### src/include/rtc_alarm2_pkg.sv
// constants and types for the alarm 2, timer, ram and power block
package rtc_alarm2_pkg;
  localparam logic [6:0] ADDR_ALARM2_MINUTES = 7'h11;
  localparam logic [6:0] ADDR_ALARM2_HOURS = 7'h12;
  localparam logic [6:0] ADDR_ALARM2_DAY_OR_DATE = 7'h13;
  localparam logic [6:0] ADDR_COUNTDOWN_CURRENT = 7'h14;
  localparam logic [6:0] ADDR_COUNTDOWN_RELOAD = 7'h15;
  localparam logic [6:0] ADDR_RAM_FIRST = 7'h16;
  localparam logic [6:0] ADDR_RAM_LAST = 7'h55;
  localparam logic [6:0] ADDR_POWER_SUPPLY_CONTROL = 7'h56;
  localparam int RAM_DEPTH = 64;
  localparam logic [7:0] RESET_BYTE = 8'h00;
  localparam logic [7:0] COUNT_ZERO = 8'h00;
  localparam logic [7:0] COUNT_ONE = 8'h01;
  localparam logic [7:0] HOURS_WRITE_MASK = 8'hbf;
  localparam logic [7:0] POWER_WRITE_MASK = 8'h0f;
  localparam int BIT_MASK = 7;
  localparam int BIT_WEEKDAY = 6;
  localparam int BIT_SUPPLY_CHOICE = 3;
  localparam int BIT_MANUAL_SELECT = 2;
  localparam logic [1:0] MODE_COMPARATOR = 2'h0;
  localparam logic [1:0] MODE_POWER_MGMT = 2'h1;
  localparam logic [7:0] MINUTES_FIELD = 8'h7f;
  localparam logic [7:0] HOURS_FIELD = 8'h3f;
  localparam logic [7:0] DAY_DATE_FIELD = 8'h3f;
  localparam int MODE_MSB = 1;
  typedef enum logic [1:0] {
    SUPPLY_AUTO = 2'b00,
    SUPPLY_MAIN = 2'b01,
    SUPPLY_BACKUP = 2'b10
  } supply_t;
  typedef struct packed {
    logic [7:0] minutes;
    logic [7:0] hours;
    logic [7:0] day_or_date;
  } alarm2_regs_t;
  typedef struct packed {
    logic [7:0] minutes;
    logic [7:0] hours;
    logic [7:0] date;
    logic [7:0] weekday;
  } time_now_t;
  typedef struct packed {
    logic write;
    logic read;
    logic [6:0] addr;
    logic [7:0] wdata;
  } reg_req_t;
endpackage

### src/design/rtc_alarm2_timer_ram_pwrctl.sv
// alarm 2 compare, countdown timer, user ram and power control registers
module rtc_alarm2_timer_ram_pwrctl #(
  parameter int DEPTH = rtc_alarm2_pkg::RAM_DEPTH
) (
  input wire logic i_clk_sys,
  input wire logic i_rst_n,
  input wire rtc_alarm2_pkg::reg_req_t i_req,
  input wire rtc_alarm2_pkg::time_now_t i_time_now,
  input wire logic i_minute_rollover,
  input wire logic i_alarm2_irq_enable,
  input wire logic i_alarm2_flag_clear,
  input wire logic i_timer_enable,
  input wire logic i_timer_repeat,
  input wire logic i_timer_tick,
  output logic [7:0] o_rdata,
  output logic o_rvalid,
  output logic o_alarm2_flag,
  output logic o_alarm2_irq,
  output logic o_timer_zero,
  output logic o_timer_reload,
  output rtc_alarm2_pkg::supply_t o_supply,
  output logic [1:0] o_mode
);
  rtc_alarm2_pkg::alarm2_regs_t alarm2, next_alarm2;
  logic [7:0] count, next_count;
  logic [7:0] reload, next_reload;
  logic [7:0] power, next_power;
  logic [7:0] rdata, next_rdata;
  logic rvalid, next_rvalid;
  logic flag, next_flag;
  logic irq, next_irq;
  logic tzero, next_tzero;
  logic treload, next_treload;
  rtc_alarm2_pkg::supply_t supply, next_supply;
  logic [1:0] mode, next_mode;
  logic [7:0] ram [DEPTH];
  logic ram_hit;
  logic [5:0] ram_idx;
  logic match;

  function automatic logic at(input rtc_alarm2_pkg::reg_req_t r,
                              input logic [6:0] a);
    at = (r.addr == a);
  endfunction

  function automatic logic wr_at(input rtc_alarm2_pkg::reg_req_t r,
                                 input logic [6:0] a);
    wr_at = r.write && at(r, a);
  endfunction

  // masked compare; bits outside the field are don't-care
  function automatic logic same(input logic [7:0] a, input logic [7:0] b,
                                input logic [7:0] m);
    same = ((a ^ b) & m) == '0;
  endfunction

  always_comb begin
    ram_hit = (i_req.addr >= rtc_alarm2_pkg::ADDR_RAM_FIRST) &&
              (i_req.addr <= rtc_alarm2_pkg::ADDR_RAM_LAST);
    ram_idx = 6'(i_req.addr - rtc_alarm2_pkg::ADDR_RAM_FIRST);
  end

  always_comb begin
    match = 1'b1;
    if (!alarm2.minutes[rtc_alarm2_pkg::BIT_MASK]) begin
      match = match && same(alarm2.minutes, i_time_now.minutes,
                            rtc_alarm2_pkg::MINUTES_FIELD);
    end
    if (!alarm2.hours[rtc_alarm2_pkg::BIT_MASK]) begin
      match = match && same(alarm2.hours, i_time_now.hours,
                            rtc_alarm2_pkg::HOURS_FIELD);
    end
    if (!alarm2.day_or_date[rtc_alarm2_pkg::BIT_MASK]) begin
      if (alarm2.day_or_date[rtc_alarm2_pkg::BIT_WEEKDAY]) begin
        match = match && same(alarm2.day_or_date, i_time_now.weekday,
                              rtc_alarm2_pkg::DAY_DATE_FIELD);
      end else begin
        match = match && same(alarm2.day_or_date, i_time_now.date,
                              rtc_alarm2_pkg::DAY_DATE_FIELD);
      end
    end
  end

  always_comb begin
    next_alarm2 = alarm2;
    next_reload = reload;
    next_power = power;
    if (wr_at(i_req, rtc_alarm2_pkg::ADDR_ALARM2_MINUTES)) begin
      next_alarm2.minutes = i_req.wdata;
    end
    if (wr_at(i_req, rtc_alarm2_pkg::ADDR_ALARM2_HOURS)) begin
      next_alarm2.hours = i_req.wdata & rtc_alarm2_pkg::HOURS_WRITE_MASK;
    end
    if (wr_at(i_req, rtc_alarm2_pkg::ADDR_ALARM2_DAY_OR_DATE)) begin
      next_alarm2.day_or_date = i_req.wdata;
    end
    if (wr_at(i_req, rtc_alarm2_pkg::ADDR_COUNTDOWN_RELOAD)) begin
      next_reload = i_req.wdata;
    end
    if (wr_at(i_req, rtc_alarm2_pkg::ADDR_POWER_SUPPLY_CONTROL)) begin
      next_power = i_req.wdata & rtc_alarm2_pkg::POWER_WRITE_MASK;
    end
  end

  always_ff @(posedge i_clk_sys or negedge i_rst_n) begin
    if (!i_rst_n) begin
      alarm2 <= '0;
      reload <= rtc_alarm2_pkg::RESET_BYTE;
      power <= rtc_alarm2_pkg::RESET_BYTE;
    end else begin
      alarm2 <= next_alarm2;
      reload <= next_reload;
      power <= next_power;
    end
  end

  always_comb begin
    next_count = count;
    next_treload = 1'b0;
    if (!i_timer_enable) begin
      next_count = reload;
    end else if (i_timer_tick) begin
      if (count == rtc_alarm2_pkg::COUNT_ZERO) begin
        if (i_timer_repeat) begin
          next_count = reload;
          next_treload = 1'b1;
        end
      end else begin
        next_count = count - rtc_alarm2_pkg::COUNT_ONE;
      end
    end
    next_tzero = i_timer_enable && (next_count == rtc_alarm2_pkg::COUNT_ZERO);
  end

  always_ff @(posedge i_clk_sys or negedge i_rst_n) begin
    if (!i_rst_n) begin
      count <= rtc_alarm2_pkg::COUNT_ZERO;
      tzero <= 1'b0;
      treload <= 1'b0;
    end else begin
      count <= next_count;
      tzero <= next_tzero;
      treload <= next_treload;
    end
  end

  // unmapped reads still answer, with a zero byte
  always_comb begin
    next_rvalid = i_req.read;
    next_rdata = rtc_alarm2_pkg::RESET_BYTE;
    if (i_req.read) begin
      if (at(i_req, rtc_alarm2_pkg::ADDR_ALARM2_MINUTES)) begin
        next_rdata = alarm2.minutes;
      end else if (at(i_req, rtc_alarm2_pkg::ADDR_ALARM2_HOURS)) begin
        next_rdata = alarm2.hours;
      end else if (at(i_req, rtc_alarm2_pkg::ADDR_ALARM2_DAY_OR_DATE)) begin
        next_rdata = alarm2.day_or_date;
      end else if (at(i_req, rtc_alarm2_pkg::ADDR_COUNTDOWN_CURRENT)) begin
        next_rdata = count;
      end else if (at(i_req, rtc_alarm2_pkg::ADDR_COUNTDOWN_RELOAD)) begin
        next_rdata = reload;
      end else if (ram_hit) begin
        next_rdata = ram[ram_idx];
      end else if (at(i_req, rtc_alarm2_pkg::ADDR_POWER_SUPPLY_CONTROL)) begin
        next_rdata = power;
      end
    end
  end

  always_ff @(posedge i_clk_sys or negedge i_rst_n) begin
    if (!i_rst_n) begin
      rdata <= rtc_alarm2_pkg::RESET_BYTE;
      rvalid <= 1'b0;
    end else begin
      rdata <= next_rdata;
      rvalid <= next_rvalid;
    end
  end

  always_comb begin
    next_flag = flag;
    if (i_alarm2_flag_clear) begin
      next_flag = 1'b0;
    end
    if (i_minute_rollover && match) begin
      next_flag = 1'b1;
    end
    next_irq = next_flag && i_alarm2_irq_enable;
  end

  // irq registered with the flag, so both move on the same edge
  always_ff @(posedge i_clk_sys or negedge i_rst_n) begin
    if (!i_rst_n) begin
      flag <= 1'b0;
      irq <= 1'b0;
    end else begin
      flag <= next_flag;
      irq <= next_irq;
    end
  end

  always_comb begin
    if (!next_power[rtc_alarm2_pkg::BIT_MANUAL_SELECT]) begin
      next_supply = rtc_alarm2_pkg::SUPPLY_AUTO;
    end else if (next_power[rtc_alarm2_pkg::BIT_SUPPLY_CHOICE]) begin
      next_supply = rtc_alarm2_pkg::SUPPLY_BACKUP;
    end else begin
      next_supply = rtc_alarm2_pkg::SUPPLY_MAIN;
    end
    next_mode = next_power[rtc_alarm2_pkg::MODE_MSB:0];
  end

  always_ff @(posedge i_clk_sys or negedge i_rst_n) begin
    if (!i_rst_n) begin
      supply <= rtc_alarm2_pkg::SUPPLY_AUTO;
      mode <= rtc_alarm2_pkg::MODE_COMPARATOR;
    end else begin
      supply <= next_supply;
      mode <= next_mode;
    end
  end

  // ram holds no reset; power-on content undefined
  always_ff @(posedge i_clk_sys) begin
    if (i_req.write && ram_hit) begin
      ram[ram_idx] <= i_req.wdata;
    end
  end

  assign o_rdata = rdata;
  assign o_rvalid = rvalid;
  assign o_alarm2_flag = flag;
  assign o_alarm2_irq = irq;
  assign o_timer_zero = tzero;
  assign o_timer_reload = treload;
  assign o_supply = supply;
  assign o_mode = mode;
endmodule

### config.mk
export PLATFORM = sky130hd
export DESIGN_NAME = rtc_alarm2_timer_ram_pwrctl
export DESIGN_NICKNAME = d
export VERILOG_FILES = /design/src/include/rtc_alarm2_pkg.sv /design/src/design/rtc_alarm2_timer_ram_pwrctl.sv
export SDC_FILE = /design/constraint.sdc
export NUM_CORES = 1
export LEC_CHECK = 0
export ABC_AREA = 1
export BUFFER_PORTS_ARGS = -buffer_cell sky130_fd_sc_hd__clkbuf_2
export CELL_PAD_IN_SITES_DETAIL_PLACEMENT = 1
export CELL_PAD_IN_SITES_GLOBAL_PLACEMENT = 1
export CORE_ASPECT_RATIO = 0.9
export CORE_MARGIN = 2
export CORE_UTILIZATION = 41
export DETAILED_ROUTE_END_ITERATION = 10
export PLACE_DENSITY = 0.79
export SYNTH_ARGS = -nofsm -noshare
export SYNTH_HDL_FRONTEND = slang
export SYNTH_SLANG_ARGS = --single-unit
### constraint.sdc
create_clock -name i_clk_sys -period 4.6 [get_ports i_clk_sys]
set_input_delay 1.38 -clock i_clk_sys [delete_from_list [all_inputs] [get_ports i_clk_sys]]
set_output_delay 1.38 -clock i_clk_sys [all_outputs]
set_load 0.02 [all_outputs]
# Yosys cells after proc, flatten, opt, wreduce, memory -nomap -nowiden
# Memory sizes are Yosys's and may differ from the RTL's.
# Cells that the tools add are included.
word_totals:
  register_bits: 60
  ramBits: 512
  input_bits: 57
  out_inout_bits: 17
  wordCells: 75
  n_memories: 1
classes:
  add_sub_neg: 2
  n_lt_le_gt_ge: 2
  eq_ne: 6
  n_mux: 27
  bitwise: 4
  n_reduce_logical: 19
mem_list:
  columns: ["memory", "words", "width", "rd", "rd_clocked_by_memory_dff", "write_ports", "line_no", "source"]
  rows:
  - ["ram", 64, 8, 1, 0, 1, "rtc_alarm2_timer_ram_pwrctl.sv:36", "logic [7:0] ram [DEPTH];"]
op_table:
  columns: ["operator", "count"]
  rows:
  - ["$mux 8", 11]
  - ["$logic_not 8->1", 6]
  - ["$eq 7x5->1 const B", 5]
  - ["$xor 6x6->6", 3]
  - ["$logic_and 1x1->1", 13]
  - ["$mux 1", 12]
  - ["$mux 4", 2]
  - ["$sub 8x1->8 const B", 1]
  - ["$eq 7x7->1 const B", 1]
  - ["$ge 7x5->1 const B", 1]
  - ["$le 7x7->1 const B", 1]
  - ["$xor 7x7->7", 1]
  - ["$sub 6x5->6 const B", 1]
  - ["$mux 2", 2]

# Logic depth before layout (Yosys ltp)
# Gate-level depths: netlist (run 1).
depth:
  ltp_word: 11
  mapped_depth: 20
  depth_no_buf: 18

# Worst setup path before layout (run 1)
# OpenSTA, ideal clock, no wires.
synth_timing:
  path_type: "input to register"
  from: "input i_req[9] (netlist bit)"
  to: "memory ram[0][0], enable pin"
  setup_time_ns: 0.370
  t_arrival_ns: 3.307
  t_required_ns: 4.230
  path_slack_ns: 0.923
  cell_stages: 11
  n_path_buf: 2
  path_cell_list: "buf_4 inv_4 clkbuf_1 ha_1 a21oi_1 o21ai_0 o21ai_1 nand2_2 nor2_2 nand3_1 nor2_1"
synth_between:
  elab_chain_len: 5
  word_cells_on_any_way: 7
  cone_classes: "add/sub (1); order compare (2); mux (2); reduce/logical (2)"
synth_rtl:
  columns: ["element", "line_no", "source"]
  rows:
  - ["from (decl)", "rtc_alarm2_timer_ram_pwrctl.sv:7", "input wire rtc_alarm2_pkg::reg_req_t i_req,"]
  - ["$ge 7x5->1 or $le 7x7->1 (tied branches)", "rtc_alarm2_timer_ram_pwrctl.sv:58, rtc_alarm2_timer_ram_pwrctl.sv:59", null]
  - ["$logic_and 1x1->1", "rtc_alarm2_timer_ram_pwrctl.sv:58", "ram_hit = (i_req.addr >= rtc_alarm2_pkg::ADDR_RAM_FIRST) &&"]
  - ["$logic_and 1x1->1", "rtc_alarm2_timer_ram_pwrctl.sv:225", "if (i_req.write && ram_hit) begin"]
  - ["$mux 1", "rtc_alarm2_timer_ram_pwrctl.sv:225", null]
  - ["$mux 1 (implied by the code)", "rtc_alarm2_timer_ram_pwrctl.sv:226", "ram[ram_idx] <= i_req.wdata;"]
  - ["to (decl)", "rtc_alarm2_timer_ram_pwrctl.sv:36", null]
# Parallel ways exist; a longest one is shown, timed or not.

# Worst setup path in the final report (run 1)
layout_timing:
  from: "input i_req[9] (netlist bit)"
  to: "memory ram[45][4], enable pin"
# Same word-level chain as after synthesis.

==> insert_results.sql, run 1 <==
INSERT INTO impl_metrics (metric_group, metric, value, unit) VALUES
('final_layout', 'post_route_cells_drive_above_1_share', '14.14', '%'),
('final_layout', 'final_net_count', '2440', ''),
('detailed_routing', 'num_vias', '17585', ''),
('worst_setup_path', 'worst_ep_required_time', '4.85', 'ns'),
('final_layout', 'layout.filler_cells', '6305', ''),
('floorplan', 'coreArea', '0.05833', 'mm^2'),
('floorplan', 'floorplan.initialDensity', '41.44', '%'),
('floorplan', 'die_w', '259.9', 'um'),
('grt', 'grt_first_pass_wirelength', '112.3', 'mm'),
('sta', 'timing.final.hold_violations', '0', ''),
('power_and_ir_drop', 'switching_power', '0.002726', 'W'),
('clocking', 'cts_max_level', '2', ''),
('clocking', 'hold_buffers', '0', ''),
('worst_setup_path', 'path_max_fanout', '9', ''),
('placement', 'place_area', '0.02607', 'mm^2'),
('detailed_routing', 'first_iter_violations', '2028', ''),
('synthesis', 'syn-num-nets', '2289', ''),
('power_and_ir_drop', 'clock_share_of_power', '39.8', '%'),
('power_and_ir_drop', 'vdd.ir_drop.worst', '0.3656', 'mV'),
('clocking', 'tritoncts', 'done', ''),
('sta', 'timing.setup.tns', '0', 'ns'),
('synthesis', 'number_of_synthesized_flops_with_an_enable_pin', '512', ''),
('worst_setup_path', 'timing.setup.critical_path_class', 'input pin to flop', ''),
('floorplan', 'boundaryPins', '74', ''),
('clocking', 'worst_setup_hold_path_clk_slew', '0.06', 'ns'),
('worst_setup_path', 'worst_setup_path_start_kind', 'input pin', ''),
('synthesis', 'avgSynthCellArea', '10.86', 'um^2'),
('detailed_routing', 'drt_pass1_iterations', '5', ''),
('synthesis', 'yosysSeqAreaShare', '69.61', '%'),
('synthesis', 'synth.area.top_cells', 'edfxtp_1 (64%), nand2_1 (7.3%), nor2_1 (6.4%)', ''),
('synthesis', 'yosys_most_used_dff', 'edfxtp_1', ''),
('floorplan', 'chipHeight', '234.3', 'um'),
('clocking', 'clockBufferDepth', '3', ''),
('sta', 'fin_hold_ws', '0.4933', 'ns'),
('sta', 'rsz0062_at_grt', 'no', ''),
('detailed_routing', 'detail-route-antenna-nets', '0', ''),
('power_and_ir_drop', 'power.density_cell_area', '401.7', 'mW/mm^2'),
('clocking', 'cts_setup_buffers', '0', ''),
('clocking', 'clk_root_buffer_cell', 'clkbuf_16', ''),
('sta', 'fmax', '246.3', 'MHz'),
('final_layout', 'antenna-diode-count', '0', ''),
('grt', 'via_count_of_the_first_global_routing_pass', '18585', ''),
('worst_setup_path', 'cp_cell_sequence', 'clkbuf_2 -> buf_4 -> ha_1 -> a21oi_1 -> o21ai_0 -> o21ai_1 -> nand2_2 -> nor2_2 -> nand3_1 -> nor2_1', ''),
('synthesis', 'synthDominantAreaCellType', 'edfxtp_1', ''),
('grt', 'grt_start_max_net_pins', '68', ''),
('grt', 'groute.usage.overall', '24.66', '%'),
('power_and_ir_drop', 'pwr-share-seq', '51.5', '%'),
('sta', 'timing_max_transition_violations_final', '0', ''),
('hold_path', 'hp-class', 'flop to flop', ''),
('power_and_ir_drop', 'comb_power_share', '8.7', '%'),
('sta', 'setup_violations', '0', ''),
('synthesis', 'synth_top_area_share', '63.61', '%'),
('status', 'outcome', 'completed', ''),
('synthesis', 'synth-seq-cells', '570', ''),
('clocking', 'postCtsResizedCells', '0', ''),
('detailed_routing', 'route.detailed.drc', '0', ''),
('worst_setup_path', 'delay_of_the_slowest_critical_path_stage', '0.81', 'ns'),
('sta', 'timing_worst_slew_pin_value', '1.044', 'ns'),
('detailed_routing', 'avgRoutedWirePerCell', '23.32', 'um'),
('clocking', 'cts_inserted_buffers', '56', ''),
('synthesis', 'post_synth_most_frequent_cells', 'edfxtp_1 (512), nand2_1 (467), nor2_1 (415)', ''),
('sta', 'final.period_utilization', '88.26', '%'),
('grt', 'grt_antenna_before_repair', '1', ''),
('detailed_routing', 'route.final.wire_length', '74.48', 'mm'),
('worst_setup_path', 'cp-end-kind', 'flop', ''),
('sta', 'fin_crit', '4.060', 'ns'),
('synthesis', 'synthDistinctLibCells', '44', ''),
('power_and_ir_drop', 'switching_power_as_a_share_of_total_power', '24.39', '%'),
('floorplan', 'placement_rows', '84', ''),
('worst_setup_path', 'crit_path_top_delay_cell', 'nor2_1', ''),
('sta', 'finClkSkew', '0.02312', 'ns');
## worst max-delay path, delay by kind of cell
kind                     cells  cell delay [ns]
AO/OA/AOI/OAI                3             0.40
buffers and inverters        2             0.38
adder cells (fa/ha/maj)      1             0.29
AND/OR/NAND/NOR              4             1.85
## layout by cell type, fill, tap and decap left out, types with 3 or more instances in the layout
master | Yosys | routed
edfxtp_1 | 512 | 512
nand2_1 | 467 | 465
nor2_1 | 415 | 415
inv_1 | 178 | 177
o21ai_0 | 136 | 136
buf_4 | 12 | 102
nand3_1 | 72 | 72
or2_2 | 65 | 65
clkbuf_2 | 1 | 65
dfrtp_1 | 58 | 58
clkbuf_16 | 0 | 58
o22ai_1 | 44 | 44
a21oi_1 | 37 | 37
nor3_1 | 28 | 28
o21ai_1 | 25 | 25
clkbuf_1 | 32 | 15
o211ai_1 | 14 | 14
nand4_1 | 13 | 13
buf_12 | 0 | 12
nand3b_1 | 11 | 11
clkinv_2 | 0 | 9
o2111ai_1 | 8 | 8
xor2_1 | 8 | 8
clkinv_1 | 0 | 8
inv_2 | 5 | 6
nor2_2 | 6 | 6
ha_1 | 6 | 5
nor4_1 | 4 | 4
nand2_2 | 3 | 3
clkbuf_8 | 0 | 3
## area by class of cell
type | count | area, um^2 | area share (%)
clock inverters | 24 | 200.2 | 0.7196
flip-flops and latches | 570 | 16830 | 60.48
multi-input cells | 1385 | 6247 | 22.46
repair buffers | 180 | 1336 | 4.803
inverters | 184 | 693.2 | 2.492
clock buffers | 76 | 1549 | 5.568
well taps | 774 | 968.4 | 3.481
## sequential cells by signal, indices dropped and copies added (netlist names), 2 cells and up
signal / count
o_supply: 2
o_rdata: 8
ram: 512
reload: 8
count: 8
alarm2: 23
power: 3
## stage by stage
| stage | worst slack [ns] | power (W) | utilization (%) | instances |
|---|---|---|---|---|
| 2_1_floorplan | 0.9230 | 0.006347 | - | 2226 |
| 3_3_place_gp | 0.06626 | 0.006765 | 44.70 | 3093 |
| 3_5_place_dp | -0.01790 | 0.006815 | 44.70 | 3093 |
| 4_1_cts | 0.7096 | 0.01122 | 47.69 | 3193 |
| 5_1_grt | 0.3738 | 0.01149 | 47.69 | 3193 |
| 6_report | 0.5402 | 0.01118 | 47.69 | 3193 |
## cell families after synthesis
group	synth area share, %
AND/OR/NAND/NOR	18.65
flip-flops	69.61
AO/OA/AOI/OAI	6.403
buffers and inverters	4.612
XOR/XNOR	0.3261
adder cells (fa/ha/maj)	0.3106
multiplexers	0.08283
## layer usage
layer | track usage, % | up-vias | part of all wire [%]
met5 | 0 | - | 0
met3 | 3.470 | 140 | 7.4
met4 | 8.279 | 0 | 2.8
met2 | 40.77 | 704 | 48
li1 | - | 7839 | -
met1 | 33.57 | 8902 | 42
## power by group through the flow
stage / Combinational (W) / Sequential [W] / Clock, W
CTS: 0.000963 / 0.00575 / 0.00450
floorplan: 0.000488 / 0.00586 / 0
detailed placement: 0.000954 / 0.00586 / 0
global placement: 0.000907 / 0.00586 / 0
finish: 0.000974 / 0.00575 / 0.00445
global route: 0.00106 / 0.00576 / 0.00467
## path summary, 6_finish.rpt
| path | to | slack [ns] | start | cells after the start |
|---|---|---|---|---|
| max reg2reg | o_timer_zero | 2.26 | count[0] | 12 |
| max | ram[45][4] | 0.54 | i_req[9] | 10 |
| min in group asynchronous | alarm2[5] | 0.94 | i_rst_n | 1 |
| min | alarm2[8] | 0.49 | alarm2[8] | 2 |
| min reg2reg | alarm2[8] | 0.49 | alarm2[8] | 2 |
| max in group asynchronous | o_supply[1] | 2.92 | i_rst_n | 2 |
Note: power is estimated with default switching activity, not from simulation.
==> run 2: changes to the inputs <==
--- a/config.mk
+++ b/config.mk
@@ -11,9 +11,10 @@
 export CELL_PAD_IN_SITES_GLOBAL_PLACEMENT = 1
 export CORE_ASPECT_RATIO = 0.9
 export CORE_MARGIN = 2
-export CORE_UTILIZATION = 41
+export CORE_UTILIZATION = 54
 export DETAILED_ROUTE_END_ITERATION = 10
-export PLACE_DENSITY = 0.79
+export PLACE_DENSITY = 0.95
+export REMOVE_ABC_BUFFERS = 1
 export SYNTH_ARGS = -nofsm -noshare
 export SYNTH_HDL_FRONTEND = slang
 export SYNTH_SLANG_ARGS = --single-unit
==> run 2 against run 1 <==
  * Setup slack got worse by 0.51 ns
  * Power rose by 4.9%
  * Non-clock buffer count decreased by 13
  * Design area decreased by 0.77%
  * Critical path depth grew 9
  * Utilization grew 15 points
  * Largest power group unchanged
==> insert_results.sql, run 2 (same netlist as run 1, synthesis figures left out) <==
INSERT INTO impl_metrics (metric_group, metric, value, unit) VALUES
('hold_path', 'hp-class', 'flop to flop', ''),
('worst_setup_path', 'cp-end-kind', 'flop', ''),
('clocking', 'cts_setup_buffers', '0', ''),
('detailed_routing', 'routedLengthMet1', '31.14', 'mm'),
('final_layout', 'mostFrequentLayoutCell', 'edfxtp_1', ''),
('floorplan', 'boundaryPins', '74', ''),
('clocking', 'cts_max_level', '2', ''),
('power_and_ir_drop', 'vdd.ir_drop.worst', '0.5368', 'mV'),
('sta', 'timing.setup.tns', '0', 'ns'),
('final_layout', 'instances_no_fill', '3012', ''),
('clocking', 'postCtsResizedCells', '0', ''),
('grt', 'grt_first_pass_wirelength', '136.3', 'mm'),
('detailed_routing', 'routed_via_density', '6.552', ''),
('grt', 'grt_antenna_before_repair', '8', ''),
('floorplan', 'die_w', '227.0', 'um'),
('placement', 'dp_hpwl', '55.12', 'mm'),
('hold_path', 'min_delay_path_depth', '2', ''),
('worst_setup_path', 'crit_path_top_delay_cell', 'nand3_1', ''),
('grt', 'global_route.overflow_total', '0', ''),
('final_layout', 'max_flop_register', 'ram', ''),
('clocking', 'tritoncts', 'done', ''),
('power_and_ir_drop', 'p_leak', '10.81', 'nW'),
('detailed_routing', 'met3RoutedLength', '10.65', 'mm'),
('placement', 'post-place-cells', '2906', ''),
('hold_path', 'worst_hold_path.endpoint', 'alarm2[10]', ''),
('sta', 'timing_worst_slew_pin_value', '1.488', 'ns'),
('worst_setup_path', 'arrival', '5.08', 'ns'),
('final_layout', 'layout-area-overhead-vs-synth', '14.21', '%'),
('final_layout', 'final_net_count', '2427', ''),
('floorplan', 'floorplan.initialDensity', '54.68', '%'),
('worst_setup_path', 'worst_setup_path_start_kind', 'input pin', ''),
('clocking', 'hold_buffers', '0', ''),
('detailed_routing', 'dr.max_layer_used', 'met5', ''),
('detailed_routing', 'avgRoutedWirePerCell', '30.96', 'um'),
('worst_setup_path', 'cp_common_cell', 'nand2_1', ''),
('floorplan', 'die-area', '0.04647', 'mm^2'),
('worst_setup_path', 'worstReg2RegEnd', 'o_rdata[3]', ''),
('sta', 'final.period_utilization', '99.33', '%'),
('sta', 'finClkSkew', '0.02747', 'ns'),
('worst_setup_path', 'regToRegStartpoint', 'ram[6][3]', ''),
('worst_setup_path', 'worst_ep_required_time', '5.11', 'ns'),
('detailed_routing', 'route.final.wire_length', '93.26', 'mm'),
('grt', 'grt_start_max_net_pins', '68', ''),
('status', 'outcome', 'completed', ''),
('sta', 'rsz0062_at_grt', 'no', ''),
('placement', 'gp_congestion', '0.9716', ''),
('detailed_routing', 'route.detailed.drc', '0', ''),
('clocking', 'clk_root_buffer_cell', 'clkbuf_16', ''),
('job', 'maxCapViolations', '0', ''),
('worst_setup_path', 'cp_cell_sequence', 'clkbuf_2 -> inv_4 -> buf_4 -> nand2_2 -> buf_12 -> nor2_1 -> nor2_1 -> nand3_1 -> nand2_1 -> nor2_1 -> nor2_1 -> nand3_1 -> nand2_1 -> nand2_1 -> nand2_1 -> nand2_1 -> nand2_1 -> nand2_1 -> a21oi_1', ''),
('power_and_ir_drop', 'finalPower', '0.01172', 'W'),
('worst_setup_path', 'critPathTopFamily', 'simple AND/OR/NAND/NOR gates', ''),
('final_layout', 'post_route_cells_drive_above_1_share', '13.69', '%'),
('clocking', 'clockBufferDepth', '3', ''),
('clocking', 'insertion_delay', '0.66', 'ns'),
('final_layout', 'mostFrequentLayoutCells', 'edfxtp_1 (512), nand2_1 (465), nor2_1 (415)', ''),
('clocking', 'cts_inserted_buffers', '56', ''),
('floorplan', 'coreArea', '0.04421', 'mm^2'),
('placement', 'io_buffers', '66', ''),
('detailed_routing', 'first_iter_violations', '2673', ''),
('worst_setup_path', 'cp.buffers_inverters', '4', ''),
('sta', 'timing_max_transition_violations_final', '0', ''),
('sta', 'fin_crit', '4.569', 'ns'),
('detailed_routing', 'wl_met2', '44.58', 'mm'),
('grt', 'groute.usage.overall', '40.84', '%'),
('power_and_ir_drop', 'power.density_cell_area', '424.7', 'mW/mm^2'),
('floorplan', 'placement_rows', '73', ''),
('floorplan', 'chipHeight', '204.7', 'um'),
('grt', 'via_count_of_the_first_global_routing_pass', '21019', ''),
('sta', 'setup_violations', '0', ''),
('detailed_routing', 'num_vias', '19734', ''),
('detailed_routing', 'detail-route-antenna-nets', '0', ''),
('detailed_routing', 'drt_pass1_iterations', '6', ''),
('worst_setup_path', 'timing.reg2reg.setup_slack', '1.83', 'ns'),
('worst_setup_path', 'delay_of_the_slowest_critical_path_stage', '0.40', 'ns'),
('worst_setup_path', 'path_max_fanout', '47', ''),
('final_layout', 'number_of_flip_flops_under_the_largest_register_name', '512', ''),
('worst_setup_path', 'reg2reg_depth', '18', ''),
('worst_setup_path', 'timing.setup.critical_path_class', 'input pin to flop', ''),
('sta', 'maxSlewHeadroom', '0.8137', '%'),
('clocking', 'clock_sinks', '570', ''),
('sta', 'timing.final.hold_violations', '0', ''),
('hold_path', 'worst_min_path_start', 'alarm2[10]', ''),
('clocking', 'worst_setup_hold_path_clk_slew', '0.07', 'ns'),
('final_layout', 'layout_top_registers', 'ram: 512 flops, alarm2: 23 flops', ''),
('sta', 'fmax', '218.9', 'MHz');
run 2: cell count changes in the layout (fill, tap and decap cells not counted), sizes merged:
cell | before | now
clkbuf | 141 | 139
diode | 0 | 2
clkinv | 19 | 20
clkinvlp | 1 | 0
bufinv | 2 | 8
buf | 115 | 102
run 2: metal layers:
layer / GRT usage, % / vias up
li1: - / 7821
met5: 0 / -
met2: 66.42 / 1693
met1: 48.19 / 9662
met4: 25.56 / 6
met3: 11.39 / 552
run 2: where the power goes:
part | internal, W | switching, W
sequential | 0.00571 | 0.0000590
combinational | 0.000268 | 0.000827
clock | 0.00273 | 0.00213
run 2: cell type report:
type                       count  area (um^2)
clock inverter                30        367.9
timing repair buffer         167         1226
fill                        4606        16600
tap                          600        750.7
multi-input combinational   1385         6247
antenna                        2        5.005
sequential                   570        16830
inverter                     184        693.2
clock buffer                  74         1489
run 2: worst max path at each step:
stage | to | cells after the start | from | slack [ns]
after global placement | ram[44][3] | 10 | i_req[9] | 0.05
after detailed placement | ram[62][7] | 10 | i_req[9] | -0.08
final | o_rdata[3] | 19 | i_req[9] | 0.03
after floorplan | o_rdata[5] | 15 | i_req[9] | -0.01
after CTS | ram[16][4] | 10 | i_req[9] | 0.44
after global routing | o_rdata[3] | 19 | i_req[9] | 0.03
run 2: through the flow:
stage	hold slack, ns	utilization, %	area, um^2	setup slack, ns
floorplan	0.4530	-	23750	-0.01077
global placement	0.4712	58.23	25740	0.04982
detailed placement	0.5063	58.23	25740	-0.07814
CTS	0.5254	62.43	27600	0.4359
global route	0.5461	62.44	27600	0.03462
finish	0.5382	62.44	27610	0.03081
run 2: worst min-delay path: cells and delay by family, from the launching register on:
| family | cells | cell delay (ns) |
|---|---|---|
| and+or+nand+nor | 1 | 0.06 |
| AOI/OAI and AO/OA | 1 | 0.07 |
| DFF | 1 | 0.38 |
